<file path="src/rtl/pcr_defines.svh">
// Register offsets, field positions, reset values and timing counts of the config block
// How it works
// - Startup range select: 0.5 ms or 1 ms steps
// - Shutdown range select: 0.5 ms or 1 ms steps
// - Four-bit delay code, zero means no delay
// - Clock pin is second output or clock input
// - Clock pin pull-down follows its select bit
// - Enable pin pull-down follows its select bit
// - Thermal warning threshold 125 or 137 degrees
// - Spread modulation follows its enable bit
// - PLL off means internal oscillator only
// - PLL on uses external clock when present and the clock pin is set as clock input
// - Event on external clock appear and disappear
// - Frequency code means code plus one MHz
// - Polarity bit sets active level of power good
// - Power good push-pull or open-drain by bit
// - Linear regulator window bit adds overvoltage check
// - Switcher window bit adds overvoltage check
// - Per-regulator enable bits select monitored regulators
`ifndef PCR_DEFINES_SVH
`define PCR_DEFINES_SVH

`define PCR_ADDR_DEVICE_CONFIG 8'h13
`define PCR_ADDR_CLOCK_SYNC_CONTROL 8'h14
`define PCR_ADDR_POWER_GOOD_CONTROL 8'h15

`define PCR_CFG_STARTUP_RANGE 6
`define PCR_CFG_SHUTDOWN_RANGE 5
`define PCR_CFG_PIN_FUNCTION 4
`define PCR_CFG_CLOCK_PIN_PD 3
`define PCR_CFG_ENABLE_PIN_PD 2
`define PCR_CFG_THERMAL_LEVEL 1
`define PCR_CFG_SPREAD 0
`define PCR_CFG_WRITE_MASK 8'h7F

`define PCR_PLL_ENABLE 6
`define PCR_PLL_FREQ_MSB 4
`define PCR_PLL_WRITE_MASK 8'h5F
`define PCR_FREQ_OFFSET 6'h01

`define PCR_PG_POLARITY 7
`define PCR_PG_OPEN_DRAIN 6
`define PCR_PG_LINEAR_WINDOW 5
`define PCR_PG_SWITCHER_WINDOW 4
`define PCR_PG_SOURCE_MSB 3
`define PCR_PG_WRITE_MASK 8'hFF

`define PCR_REG_RESET 8'h00
`define PCR_UNMAPPED_DATA 8'h00
`define PCR_I2C_DEV_ADDR 7'h60
`define PCR_BITS_PER_BYTE 4'h8

`define PCR_CLK_PERIOD_NS 10
`define PCR_STEP_TIME_US 500
`define PCR_STEP_CYC ((`PCR_STEP_TIME_US * 1000) / `PCR_CLK_PERIOD_NS)
`define PCR_CLK_LOSS_TIME_NS 1500
`define PCR_CLK_LOSS_CYC (`PCR_CLK_LOSS_TIME_NS / `PCR_CLK_PERIOD_NS)

`endif

</file>
<file path="src/rtl/pcr_pkg.sv">
// Types shared by the config block modules
package pcr_pkg;

  typedef enum logic [8:0] {
    I2C_IDLE      = 9'h001,
    I2C_ADDR      = 9'h002,
    I2C_ACK_ADDR  = 9'h004,
    I2C_REG       = 9'h008,
    I2C_ACK_REG   = 9'h010,
    I2C_WDATA     = 9'h020,
    I2C_ACK_WDATA = 9'h040,
    I2C_RDATA     = 9'h080,
    I2C_ACK_RDATA = 9'h100
  } pcr_i2c_state_t;

endpackage

</file>
<file path="src/rtl/pcr_delay_if.sv">
// Request and completion signals between the sequencer and a delay timer
`timescale 1ns/10ps
interface pcr_delay_if;
  logic start;
  logic [3:0] code;
  logic wideStep;
  logic busy;
  logic done;
  modport ctrl (output start, output code, output wideStep, input busy, input done);
  modport timer (input start, input code, input wideStep, output busy, output done);
endinterface

</file>
<file path="src/rtl/pcr_delay_timer.sv">
// Delay timer counting a four-bit code in half or whole steps
`timescale 1ns/10ps
`include "pcr_defines.svh"
module pcr_delay_timer
  import pcr_pkg::*;
#(
  parameter int unsigned STEP_CYC = `PCR_STEP_CYC
) (
  // Clock and reset
  input wire logic core_clk,
  input wire logic rst_n,
  // Delay request
  pcr_delay_if.timer dly
);
  localparam int unsigned TW = $clog2(STEP_CYC + 1);
  logic [TW-1:0] tick_r;
  logic [4:0] steps_r;
  logic busy_r;
  logic done_r;
  int unsigned elapsed_r;
  int unsigned half_r;

  assign dly.busy = busy_r;
  assign dly.done = done_r;

  always_ff @(posedge core_clk) begin
    if (!rst_n) begin
      tick_r <= '0;
      steps_r <= '0;
      busy_r <= 1'h0;
      done_r <= 1'h0;
    end else begin
      done_r <= 1'h0;
      if (dly.start) begin
        steps_r <= dly.wideStep ? {dly.code, 1'h0} : {1'h0, dly.code};
        tick_r <= '0;
        busy_r <= (dly.code != 4'h0);
        done_r <= (dly.code == 4'h0);
      end else if (busy_r) begin
        if (tick_r == TW'(STEP_CYC - 1)) begin
          tick_r <= '0;
          steps_r <= steps_r - 5'h01;
          if (steps_r == 5'h01) begin
            busy_r <= 1'h0;
            done_r <= 1'h1;
          end
        end else begin
          tick_r <= tick_r + TW'(1);
        end
      end
    end
  end

  // Helper counters for the checks below
  always_ff @(posedge core_clk) begin
    if (!rst_n) begin
      elapsed_r <= 0;
      half_r <= 0;
    end else if (dly.start) begin
      elapsed_r <= 1;
      half_r <= dly.wideStep ? 2 * int'(dly.code) : int'(dly.code);
    end else if (busy_r) begin
      elapsed_r <= elapsed_r + 1;
    end
  end
endmodule

</file>
<file path="src/rtl/pcr_clock_monitor.sv">
// Presence detector for the external clock and source selection
`timescale 1ns/10ps
`include "pcr_defines.svh"
module pcr_clock_monitor
  import pcr_pkg::*;
#(
  parameter int unsigned LOSS_CYC = `PCR_CLK_LOSS_CYC
) (
  // Clock and reset
  input wire logic core_clk,
  input wire logic rst_n,
  // Pin and control
  input wire logic externalClockInputPin,
  input wire logic pllEnable,
  input wire logic pinIsClock,
  // Status
  output logic useExternalClock,
  output logic clockEventPulse
);
  localparam int unsigned LW = $clog2(LOSS_CYC + 1);
  logic s1_r, s2_r, s3_r, filt_r, filtPrev_r;
  logic [LW-1:0] idle_r;
  logic present_r;
  logic event_r;
  logic watch;
  logic toggle;

  assign watch = pllEnable & pinIsClock;
  assign toggle = filt_r ^ filtPrev_r;
  assign useExternalClock = present_r;
  assign clockEventPulse = event_r;

  always_ff @(posedge core_clk) begin
    if (!rst_n) begin
      s1_r <= 1'h0;
      s2_r <= 1'h0;
      s3_r <= 1'h0;
      filt_r <= 1'h0;
      filtPrev_r <= 1'h0;
    end else begin
      s1_r <= externalClockInputPin;
      s2_r <= s1_r;
      s3_r <= s2_r;
      if (s2_r == s3_r) begin
        filt_r <= s3_r;
      end
      filtPrev_r <= filt_r;
    end
  end

  always_ff @(posedge core_clk) begin
    if (!rst_n) begin
      idle_r <= '0;
      present_r <= 1'h0;
      event_r <= 1'h0;
    end else begin
      event_r <= 1'h0;
      if (!watch) begin
        idle_r <= '0;
        present_r <= 1'h0;
      end else if (toggle) begin
        idle_r <= '0;
        if (!present_r) begin
          present_r <= 1'h1;
          event_r <= 1'h1;
        end
      end else if (idle_r == LW'(LOSS_CYC - 1)) begin
        if (present_r) begin
          present_r <= 1'h0;
          event_r <= 1'h1;
        end
      end else begin
        idle_r <= idle_r + LW'(1);
      end
    end
  end
endmodule

</file>
<file path="src/rtl/pcr_config_regs.sv">
// Configuration, clock source and power-good registers behind the serial management port
`timescale 1ns/10ps
`include "pcr_defines.svh"
module pcr_config_regs
  import pcr_pkg::*;
#(
  parameter logic [6:0] DEV_ADDR = `PCR_I2C_DEV_ADDR,
  parameter int unsigned STEP_CYC = `PCR_STEP_CYC,
  parameter int unsigned LOSS_CYC = `PCR_CLK_LOSS_CYC
) (
  // Clock and reset
  input wire logic core_clk,
  input wire logic rst_n,
  // Serial management bus, open drain data
  input wire logic sclIn,
  input wire logic sdaIn,
  output logic sdaOut,
  output logic sdaOe,
  // Enable pin and sequencing
  input wire logic enablePin,
  input wire logic [3:0] startupDelayCode,
  input wire logic [3:0] shutdownDelayCode,
  output logic enablePinPulldownEnable,
  output logic sequencedEnable,
  // Clock-input pin
  input wire logic externalClockInputPin,
  input wire logic secondGeneralOutputLevel,
  output logic secondGeneralOutput,
  output logic secondGeneralOutputOe,
  output logic clockPinPulldownEnable,
  // Clock source
  output logic pllEnable,
  output logic useExternalClock,
  output logic clockEventPulse,
  output logic [5:0] expectedClockMhz,
  // Thermal and spread
  output logic thermalWarningThresholdSelect,
  output logic spreadModulationEnable,
  // Power good, bits are linear 1, linear 0, switcher 1, switcher 0
  input wire logic [3:0] railUnderVoltage,
  input wire logic [3:0] railOverVoltage,
  output logic powerOkOutput,
  output logic powerOkOe
);
  localparam int unsigned SW = 11;

  // Pin synchronisers
  logic [SW-1:0] s1_r, s2_r, s3_r, filt_r;
  logic sclF, sdaF, enF;
  logic [3:0] underF, overF;

  // Serial engine
  pcr_i2c_state_t state_r;
  logic sclPrev_r, sdaPrev_r;
  logic sclRise, sclFall, startCond, stopCond;
  logic [7:0] shift_r;
  logic [3:0] bitCnt_r;
  logic [7:0] regAddr_r;
  logic readMode_r;
  logic sdaLow_r;
  logic byteDone;
  logic regWrite;
  logic [7:0] rdData;

  // Register file
  logic [7:0] devCfg_r;
  logic [7:0] clkCtl_r;
  logic [7:0] pgCtl_r;

  // Sequencing
  logic enPrev_r;
  logic seqEn_r;
  pcr_delay_if upIf ();
  pcr_delay_if downIf ();

  // Pins and power good
  logic gpoOut_r;
  logic [3:0] windowMask;
  logic [3:0] railOk;
  logic allGood;
  logic pgLevel_r;
  logic pgOut_r;
  logic pgOe_r;

  // Three-stage synchroniser, a change counts once stages two and three agree
  always_ff @(posedge core_clk) begin
    if (!rst_n) begin
      s1_r <= '0;
      s2_r <= '0;
      s3_r <= '0;
      filt_r <= {1'h1, 1'h1, {(SW-2){1'h0}}};
    end else begin
      s1_r <= {sclIn, sdaIn, enablePin, railUnderVoltage, railOverVoltage};
      s2_r <= s1_r;
      s3_r <= s2_r;
      filt_r <= (s3_r & ~(s2_r ^ s3_r)) | (filt_r & (s2_r ^ s3_r));
    end
  end

  assign {sclF, sdaF, enF, underF, overF} = filt_r;

  // Bus conditions
  always_ff @(posedge core_clk) begin
    if (!rst_n) begin
      sclPrev_r <= 1'h1;
      sdaPrev_r <= 1'h1;
    end else begin
      sclPrev_r <= sclF;
      sdaPrev_r <= sdaF;
    end
  end

  assign sclRise = sclF & ~sclPrev_r;
  assign sclFall = ~sclF & sclPrev_r;
  assign startCond = sclF & sclPrev_r & sdaPrev_r & ~sdaF;
  assign stopCond = sclF & sclPrev_r & ~sdaPrev_r & sdaF;
  assign byteDone = sclFall && (bitCnt_r == `PCR_BITS_PER_BYTE);
  assign regWrite = (state_r == I2C_WDATA) && byteDone;

  // Serial engine: address, register pointer, write bytes, read bytes
  always_ff @(posedge core_clk) begin
    if (!rst_n) begin
      state_r <= I2C_IDLE;
      shift_r <= '0;
      bitCnt_r <= '0;
      regAddr_r <= '0;
      readMode_r <= 1'h0;
      sdaLow_r <= 1'h0;
    end else if (startCond) begin
      state_r <= I2C_ADDR;
      bitCnt_r <= '0;
      sdaLow_r <= 1'h0;
    end else if (stopCond) begin
      state_r <= I2C_IDLE;
      sdaLow_r <= 1'h0;
    end else begin
      unique case (state_r)
        I2C_IDLE: begin
          sdaLow_r <= 1'h0;
        end
        I2C_ADDR, I2C_REG, I2C_WDATA: begin
          if (sclRise) begin
            shift_r <= {shift_r[6:0], sdaF};
            bitCnt_r <= bitCnt_r + 4'h1;
          end else if (byteDone) begin
            bitCnt_r <= '0;
            if (state_r != I2C_ADDR) begin
              sdaLow_r <= 1'h1;
              state_r <= (state_r == I2C_REG) ? I2C_ACK_REG : I2C_ACK_WDATA;
              if (state_r == I2C_REG) begin
                regAddr_r <= shift_r;
              end
            end else if (shift_r[7:1] == DEV_ADDR) begin
              sdaLow_r <= 1'h1;
              readMode_r <= shift_r[0];
              state_r <= I2C_ACK_ADDR;
            end else begin
              state_r <= I2C_IDLE;
            end
          end
        end
        I2C_ACK_ADDR: begin
          if (sclFall) begin
            if (readMode_r) begin
              shift_r <= rdData;
              sdaLow_r <= ~rdData[7];
              state_r <= I2C_RDATA;
            end else begin
              sdaLow_r <= 1'h0;
              state_r <= I2C_REG;
            end
          end
        end
        I2C_ACK_REG: begin
          if (sclFall) begin
            sdaLow_r <= 1'h0;
            state_r <= I2C_WDATA;
          end
        end
        I2C_ACK_WDATA: begin
          if (sclFall) begin
            sdaLow_r <= 1'h0;
            regAddr_r <= regAddr_r + 8'h01;
            state_r <= I2C_WDATA;
          end
        end
        I2C_RDATA: begin
          if (sclRise) begin
            bitCnt_r <= bitCnt_r + 4'h1;
          end else if (byteDone) begin
            bitCnt_r <= '0;
            sdaLow_r <= 1'h0;
            state_r <= I2C_ACK_RDATA;
          end else if (sclFall) begin
            shift_r <= {shift_r[6:0], 1'h0};
            sdaLow_r <= ~shift_r[6];
          end
        end
        I2C_ACK_RDATA: begin
          if (sclRise) begin
            if (sdaF) begin
              state_r <= I2C_IDLE;
            end else begin
              regAddr_r <= regAddr_r + 8'h01;
            end
          end else if (sclFall) begin
            shift_r <= rdData;
            sdaLow_r <= ~rdData[7];
            state_r <= I2C_RDATA;
          end
        end
      endcase
    end
  end

  assign sdaOut = 1'h0;
  assign sdaOe = sdaLow_r;

  // Read mux, unmapped addresses read as zero
  always_comb begin
    case (regAddr_r)
      `PCR_ADDR_DEVICE_CONFIG: rdData = devCfg_r;
      `PCR_ADDR_CLOCK_SYNC_CONTROL: rdData = clkCtl_r;
      `PCR_ADDR_POWER_GOOD_CONTROL: rdData = pgCtl_r;
      default: rdData = `PCR_UNMAPPED_DATA;
    endcase
  end

  // Register file, reserved bits never store and read zero
  always_ff @(posedge core_clk) begin
    if (!rst_n) begin
      devCfg_r <= `PCR_REG_RESET;
      clkCtl_r <= `PCR_REG_RESET;
      pgCtl_r <= `PCR_REG_RESET;
    end else if (regWrite) begin
      if (regAddr_r == `PCR_ADDR_DEVICE_CONFIG) begin
        devCfg_r <= shift_r & `PCR_CFG_WRITE_MASK;
      end
      if (regAddr_r == `PCR_ADDR_CLOCK_SYNC_CONTROL) begin
        clkCtl_r <= shift_r & `PCR_PLL_WRITE_MASK;
      end
      if (regAddr_r == `PCR_ADDR_POWER_GOOD_CONTROL) begin
        pgCtl_r <= shift_r & `PCR_PG_WRITE_MASK;
      end
    end
  end

  // Configuration outputs
  assign secondGeneralOutputOe = ~devCfg_r[`PCR_CFG_PIN_FUNCTION];
  assign clockPinPulldownEnable = devCfg_r[`PCR_CFG_CLOCK_PIN_PD];
  assign enablePinPulldownEnable = devCfg_r[`PCR_CFG_ENABLE_PIN_PD];
  assign thermalWarningThresholdSelect = devCfg_r[`PCR_CFG_THERMAL_LEVEL];
  assign spreadModulationEnable = devCfg_r[`PCR_CFG_SPREAD];
  assign pllEnable = clkCtl_r[`PCR_PLL_ENABLE];
  // Reserved codes above 0x17 pass through unchecked
  assign expectedClockMhz = {1'h0, clkCtl_r[`PCR_PLL_FREQ_MSB:0]} + `PCR_FREQ_OFFSET;

  always_ff @(posedge core_clk) begin
    if (!rst_n) begin
      gpoOut_r <= 1'h0;
    end else begin
      gpoOut_r <= secondGeneralOutputLevel;
    end
  end

  assign secondGeneralOutput = gpoOut_r;

  // Clock source selection
  pcr_clock_monitor #(
    .LOSS_CYC(LOSS_CYC)
  ) u_clock_monitor (
    .core_clk(core_clk),
    .rst_n(rst_n),
    .externalClockInputPin(externalClockInputPin),
    .pllEnable(pllEnable),
    .pinIsClock(devCfg_r[`PCR_CFG_PIN_FUNCTION]),
    .useExternalClock(useExternalClock),
    .clockEventPulse(clockEventPulse)
  );

  // Startup and shutdown delays from the enable pin edges
  assign upIf.start = enF & ~enPrev_r;
  assign upIf.code = startupDelayCode;
  assign upIf.wideStep = devCfg_r[`PCR_CFG_STARTUP_RANGE];
  assign downIf.start = ~enF & enPrev_r;
  assign downIf.code = shutdownDelayCode;
  assign downIf.wideStep = devCfg_r[`PCR_CFG_SHUTDOWN_RANGE];

  pcr_delay_timer #(
    .STEP_CYC(STEP_CYC)
  ) u_startup_timer (
    .core_clk(core_clk),
    .rst_n(rst_n),
    .dly(upIf.timer)
  );

  pcr_delay_timer #(
    .STEP_CYC(STEP_CYC)
  ) u_shutdown_timer (
    .core_clk(core_clk),
    .rst_n(rst_n),
    .dly(downIf.timer)
  );

  always_ff @(posedge core_clk) begin
    if (!rst_n) begin
      enPrev_r <= 1'h0;
      seqEn_r <= 1'h0;
    end else begin
      enPrev_r <= enF;
      if (upIf.done && enF) begin
        seqEn_r <= 1'h1;
      end else if (downIf.done && !enF) begin
        seqEn_r <= 1'h0;
      end
    end
  end

  assign sequencedEnable = seqEn_r;

  // Power-good evaluation
  assign windowMask = {{2{pgCtl_r[`PCR_PG_LINEAR_WINDOW]}}, {2{pgCtl_r[`PCR_PG_SWITCHER_WINDOW]}}};
  assign railOk = ~underF & ~(overF & windowMask);
  assign allGood = &(railOk | ~pgCtl_r[`PCR_PG_SOURCE_MSB:0]);

  always_ff @(posedge core_clk) begin
    if (!rst_n) begin
      pgLevel_r <= 1'h0;
      pgOut_r <= 1'h0;
      pgOe_r <= 1'h0;
    end else begin
      pgLevel_r <= allGood ^ pgCtl_r[`PCR_PG_POLARITY];
      pgOut_r <= pgCtl_r[`PCR_PG_OPEN_DRAIN] ? 1'h0 : pgLevel_r;
      pgOe_r <= pgCtl_r[`PCR_PG_OPEN_DRAIN] ? ~pgLevel_r : 1'h1;
    end
  end

  assign powerOkOutput = pgOut_r;
  assign powerOkOe = pgOe_r;
endmodule

</file>
<file path="config.mk">
export PLATFORM = sky130hd
export DESIGN_NAME = pcr_config_regs
export DESIGN_NICKNAME = d
export VERILOG_FILES = /design/src/rtl/pcr_pkg.sv /design/src/rtl/pcr_delay_if.sv /design/src/rtl/pcr_delay_timer.sv /design/src/rtl/pcr_clock_monitor.sv /design/src/rtl/pcr_config_regs.sv
export VERILOG_INCLUDE_DIRS = /design/src /design/src/rtl
export SDC_FILE = /design/constraint.sdc
export NUM_CORES = 1
export LEC_CHECK = 0
export ABC_AREA = 0
export BUFFER_PORTS_ARGS = -buffer_cell sky130_fd_sc_hd__buf_4
export CAP_MARGIN = 25
export CORE_MARGIN = 2
export CORE_UTILIZATION = 50
export DETAILED_ROUTE_END_ITERATION = 16
export PLACE_DENSITY = 0.77
export SLEW_MARGIN = 10
export SYNTH_ARGS = -nofsm -noshare
export SYNTH_HDL_FRONTEND = slang
export SYNTH_SLANG_ARGS = --single-unit
</file>
<file path="constraint.sdc">
create_clock -name core_clk -period 2.6 [get_ports core_clk]
set_input_delay 0.52 -clock core_clk [delete_from_list [all_inputs] [get_ports core_clk]]
set_output_delay 0.52 -clock core_clk [all_outputs]
set_load 0.01 [all_outputs]
</file>
# After elaboration in Yosys (flattened, before gate mapping)
# Index checks and enable logic that the tools add are counted.
# classes
eq_ne	50
reduce_logical	43
muxes	84
n_bitwise	39
addsub	8
# ops
cell	n
$mux 8	16
$mux 9	9
$pmux 8 s3	2
$pmux 9 s5	1
$mux 5	8
$mux 1	37
$add 16x1->16 const B	2
$eq 16x16->1 const B	2
$mux 16	2
$ne 2x2->1 const B	16
$pmux 8 s4	1
$reduce_and 9->1	3
$eq 8x5->1 const B	3
$and 11x11->11	2
$ne 4x4->1 const B	5
$add 8x1->8 const B	2
$not 1->1	16
$mux 7	2
$reduce_bool 2->1	7
$ne 3x3->1 const B	4
$not 4->4	3
$reduce_and 2->1	6
$reduce_bool 4->1	3
$not 11->11	1
45 further kinds	71
# word_totals
input_bits	23
output_inout_bits	20
ff_bits	165
word_cells	262

# Logic depth before layout (Yosys ltp)
# logic_depth
word_depth	8
ltp_mapped	9
ltp_nobuf	8

# By module
# From an unflattened synthesis, not the netlist that was laid out.
# unflattened
cells_unflattened	910
hier_area_um2	8161.6
# by_module_without_submodules
module	area_per_inst_um2	seq_area_each_um2	instances	cells_each
pcr_config_regs	5002.3	2082.0	1	556
pcr_delay_timer	1247.4	460.4	2	143
pcr_clock_monitor	664.4	300.3	1	68

# Least setup slack after synthesis
# OpenSTA, ideal clock, no wires.
# synth_timing
path_kind	register to register
startpoint	reg u_shutdown_timer.tick_r[5]
endpoint	reg u_shutdown_timer.steps_r[4]
path_stages_with_launch	8
synth_period_minus_slack_ns	2.552
setup_time_ns	0.066
slack_ns	0.048
arrival_time_ns	2.486
required_time_ns	2.534
path_buffers	1
path_cell_list	dfxtp_1 > or4b_1 > or4_4 > or2_1 > buf_6 > or4b_1 > a21o_1 > a21oi_2
# synth_via
elab_chain_cells	3
# synth_rtl
element	line	source
from (decl)	pcr_delay_timer.sv:16	logic [TW-1:0] tick_r;
from (signal assigned)	pcr_delay_timer.sv:48	tick_r <= tick_r + TW'(1);
$eq 16x16->1	pcr_delay_timer.sv:40	if (tick_r == TW'(STEP_CYC - 1)) begin
$reduce_bool 2->1 (no line)	-	
$reduce_and 2->1 (no line)	-	
to (signal assigned)	pcr_delay_timer.sv:35	steps_r <= dly.wideStep ? {dly.code, 1'h0} : {1'h0, dly.code};
to (signal assigned)	pcr_delay_timer.sv:42	steps_r <= steps_r - 5'h01;
to (decl)	pcr_delay_timer.sv:17	logic [4:0] steps_r;
# Every way passes these cells.
# A chain may end at the register's enable or synchronous reset.

# Worst setup path after layout
# Ends and elaborated chain as after synthesis.

==> run summary <==
Critical path cell sequence -> or4b_1 -> or4_4 -> or2_1 -> or4b_1 -> a21o_1 -> a21oi_2
Max stage delay on crit path -> 570 ps
YS warnings -> 0
Pwr/cell area -> 605 nW/um^2
Die area -> 15800 sq um
Final Cycle Share -> 0.966
Synth Flop Type -> dfxtp_1
Worst IR Drop VDD -> 0.484 mV
Clock Skew -> 6.00 ps
Worst-margin pin slew -> 695 ps
Die Y -> 126 um
RR Endpoint -> u_shutdown_timer.steps_r[4]$_SDFFE_PN0P_
Top cells by area, synth -> dfxtp_1 45%, nor2_1 5.6%, mux2i_1 4.7%
Hold Path Depth -> 2
Clk pwr share -> 0.465
FF-to-FF path depth -> 6
Sw Pwr -> 0.00116 W
# placed instances -> 1047
Vias per cell -> 5.45
Largest net degree at the start of global routing -> 68
First-pass GRT wire length -> 26.3 mm
HP Class -> input pin to flop
Crit path DAT -> 2870 ps
Finished Layout Cells -> 1079
Synth Instances -> 831
MaxCap Viol Count -> 0
Clock transition at the registers of the reported paths -> 60 ps
Worst-path fanout max -> 5
Sequential share of power -> 0.498
Drt first pass iters -> 6
Final ANT Viol Nets -> 0
Yosys cell types -> 66
Synthesized area -> 7420 sq um
Hold Buf Count CTS -> 0
Syn nets -> 871
CP Launch Type -> flop
Sequential area share after synthesis -> 0.445
Via count -> 5877
Root Buffer -> clkbuf_16
CTS buffer count -> 17
Clock buffer depth -> 2
Number of global-route vias before repair -> 5516
# diodes -> 0
Skew-Pair Late Insertion Delay -> 420 ps
List of most frequent post-synthesis cells -> 165 x dfxtp_1, 110 x nor2_1, 55 x nand2_1
Cell taking the most area after synthesis -> dfxtp_1
Int Pwr -> 0.00403 W
Final Net Count -> 922
Post-synth top area share -> 0.445
Fillers -> 1305
Worst path slowest cell -> or4_4
Fin. Hold Viols -> 0
Worst Hold Endpoint -> u_clock_monitor.s1_r$_SDFF_PN0_
Outcome -> finished, final reports clean
Syn_area_per_cell -> 8.93 sq um
Min-delay src -> externalClockInputPin
Post-CTS Setup Repair Bufs -> 0
P&R area growth vs syn -> 15.7%
Final Critical Period -> 2510 ps
RSZ-0062 raised after global routing -> no
Cell with the most instances after synthesis -> dfxtp_1
Initial Util -> 0.510
TritonCTS Sinks -> 165
Worst path most repeated cell -> or4b_1
FF+latch count, synth -> 165
GR Overflow Total -> 0
Post-synth EDFFs -> 0
H-tree lvl count -> 4
CP required -> 2960 ps
RR Startpoint -> u_shutdown_timer.tick_r[5]$_SDFFE_PP0P_
Slew HR -> 0.537
# rows -> 44
Die Wd -> 126 um
Input/output buffers -> 41
Static Leakage -> 3.20 nW
Routed WL per cell -> 13.9 um
HPWL Detailed -> 10.2 mm
Crit end category -> flop
Layout cell share with drive strength beyond 1 -> 0.147
Global-route usage over all layers -> 0.198
I/O pins -> 43
Placer Congestion -> 0.897
Iteration-0 DRC Markers -> 446
Core area -> 14500 sq um
Switching part of the total -> 0.223
Final WL -> 15.0 mm
Slew Limit Fails -> 0
Gate power share -> 0.037
Kind of critical path -> flop to flop
Asr flop ratio synth -> 0
Post-route setup TNS -> 0 ps
Number of remaining DRC errors -> 0
Endpoints failing setup -> 0
Reg2Reg Setup Slack -> 90 ps
CTS tree -> built
Initial antenna violation count -> 0
Fmax -> 398 MHz
worst max-delay path: cells and delay by family (launching register included):
kind	cells	cell delay, ps
compound gates	2	320
flops	1	330
simple gates	4	1790
cells in the final DEF, fill, tap and decap left out, types with 3 or more instances in the layout:
| cell type | n |
|---|---|
| and3_1 | 16 |
| ha_1 | 17 |
| nor3b_1 | 3 |
| nand2b_1 | 10 |
| and2_1 | 44 |
| nand2_1 | 55 |
| clkbuf_16 | 17 |
| a211oi_1 | 15 |
| nand4b_1 | 4 |
| buf_4 | 67 |
| a31oi_1 | 5 |
| xor2_1 | 30 |
| or4b_2 | 3 |
| mux2_2 | 10 |
| xnor2_1 | 19 |
| nand4_1 | 19 |
| nor2b_1 | 12 |
| or3_1 | 6 |
| a32oi_1 | 3 |
| a21oi_1 | 49 |
| nand3_1 | 29 |
| o21ai_0 | 30 |
| nor2_1 | 110 |
| o211ai_1 | 4 |
| a21o_1 | 4 |
| a22o_1 | 11 |
| nor3_1 | 12 |
| mux2i_1 | 35 |
| dfxtp_1 | 165 |
| clkinv_4 | 4 |
| inv_1 | 29 |
| or2_2 | 5 |
| clkinv_2 | 4 |
through the flow:
| step | utilization | hold WS [ps] | total power, W | worst slack (ps) | instance area [sq um] |
|---|---|---|---|---|---|
| 2_1_floorplan | - | 410 | 0.00275 | 48.1 | 7420 |
| 6_report | 0.590 | 301 | 0.00519 | 88.1 | 8580 |
| 5_1_grt | 0.590 | 291 | 0.00538 | 0.435 | 8580 |
| 3_5_place_dp | 0.550 | 419 | 0.00283 | 96.6 | 8000 |
| 4_1_cts | 0.590 | 289 | 0.00523 | 82.6 | 8570 |
| 3_3_place_gp | 0.550 | 415 | 0.00283 | 111 | 8000 |
area by class of cell:
type,count,area (sq um),area share
Inverter,30,113,0.0131
Sequential cell,165,3300,0.385
Clock inverter,13,121,0.0141
Timing Repair Buffer,68,523,0.0610
Multi-Input combinational cell,600,3840,0.447
Clock buffer,19,453,0.0528
Tap cell,184,230,0.0268
kinds of logic after synthesis:
family,count (synthesis),synth area share
multiplexers,45,0.0624
AND/OR/NAND/NOR,351,0.248
XOR/XNOR,49,0.0579
buffers and inverters,66,0.0385
adder cells (fa/ha/maj),17,0.0287
flip-flops,165,0.445
other,1,0.000506
AO/OA/AOI/OAI,137,0.119
worst max-delay path by stage:
stage	endpoint	slack (ps)	from
final	u_shutdown_timer.steps_r[4]$_SDFFE_PN0P_	90	u_shutdown_timer.tick_r[5]$_SDFFE_PP0P_
after global routing	state_r[4]$_SDFFE_PP0P_	0.4	state_r[2]$_SDFFE_PP0P_
after CTS	u_shutdown_timer.steps_r[4]$_SDFFE_PN0P_	80	u_shutdown_timer.tick_r[5]$_SDFFE_PP0P_
after detailed placement	u_shutdown_timer.steps_r[4]$_SDFFE_PN0P_	100	u_shutdown_timer.tick_r[5]$_SDFFE_PP0P_
after global placement	u_shutdown_timer.steps_r[4]$_SDFFE_PN0P_	110	u_shutdown_timer.tick_r[5]$_SDFFE_PP0P_
after floorplan	u_shutdown_timer.steps_r[4]$_SDFFE_PN0P_	50	u_shutdown_timer.tick_r[5]$_SDFFE_PP0P_
state kept, by name (all words and copies together) (netlist names), 4 cells and up, named ones only:
| signal | flops |
|---|---|
| regAddr_r | 8 |
| state_r | 9 |
| s1_r | 11 |
| u_shutdown_timer.steps_r | 5 |
| shift_r | 8 |
| u_shutdown_timer.tick_r | 16 |
| u_clock_monitor.idle_r | 8 |
| s2_r | 11 |
| u_startup_timer.tick_r | 16 |
| bitCnt_r | 4 |
| devCfg_r | 7 |
| u_startup_timer.steps_r | 5 |
| clkCtl_r | 6 |
| s3_r | 11 |
| pgCtl_r | 8 |
power by group through the flow:
| stage | logic [W] | clock network (W) | registers [W] |
|---|---|---|---|
| global placement | 0.000189 | 0 | 0.00264 |
| floorplan | 0.000115 | 0 | 0.00264 |
| detailed placement | 0.000192 | 0 | 0.00264 |
| finish | 0.000193 | 0.00241 | 0.00258 |
| CTS | 0.000193 | 0.00246 | 0.00258 |
| global route | 0.000216 | 0.00258 | 0.00259 |
layer usage:
metal	vias to the layer above	global-route usage	share of wire
met3	17	0.0399	0.043
met2	126	0.313	0.46
met4	0	0.0698	0.016
met1	2741	0.271	0.48
li1	2993	-	-
met5	-	0	0
what timing repair did:
| action | CTS | global route |
|---|---|---|
| setup endpoints to repair | 0 | 1 |
| gates resized for setup | 0 | 1 |
| endpoints found under the hold margin | 0 | 0 |
(Power assumes the default switching activity.)
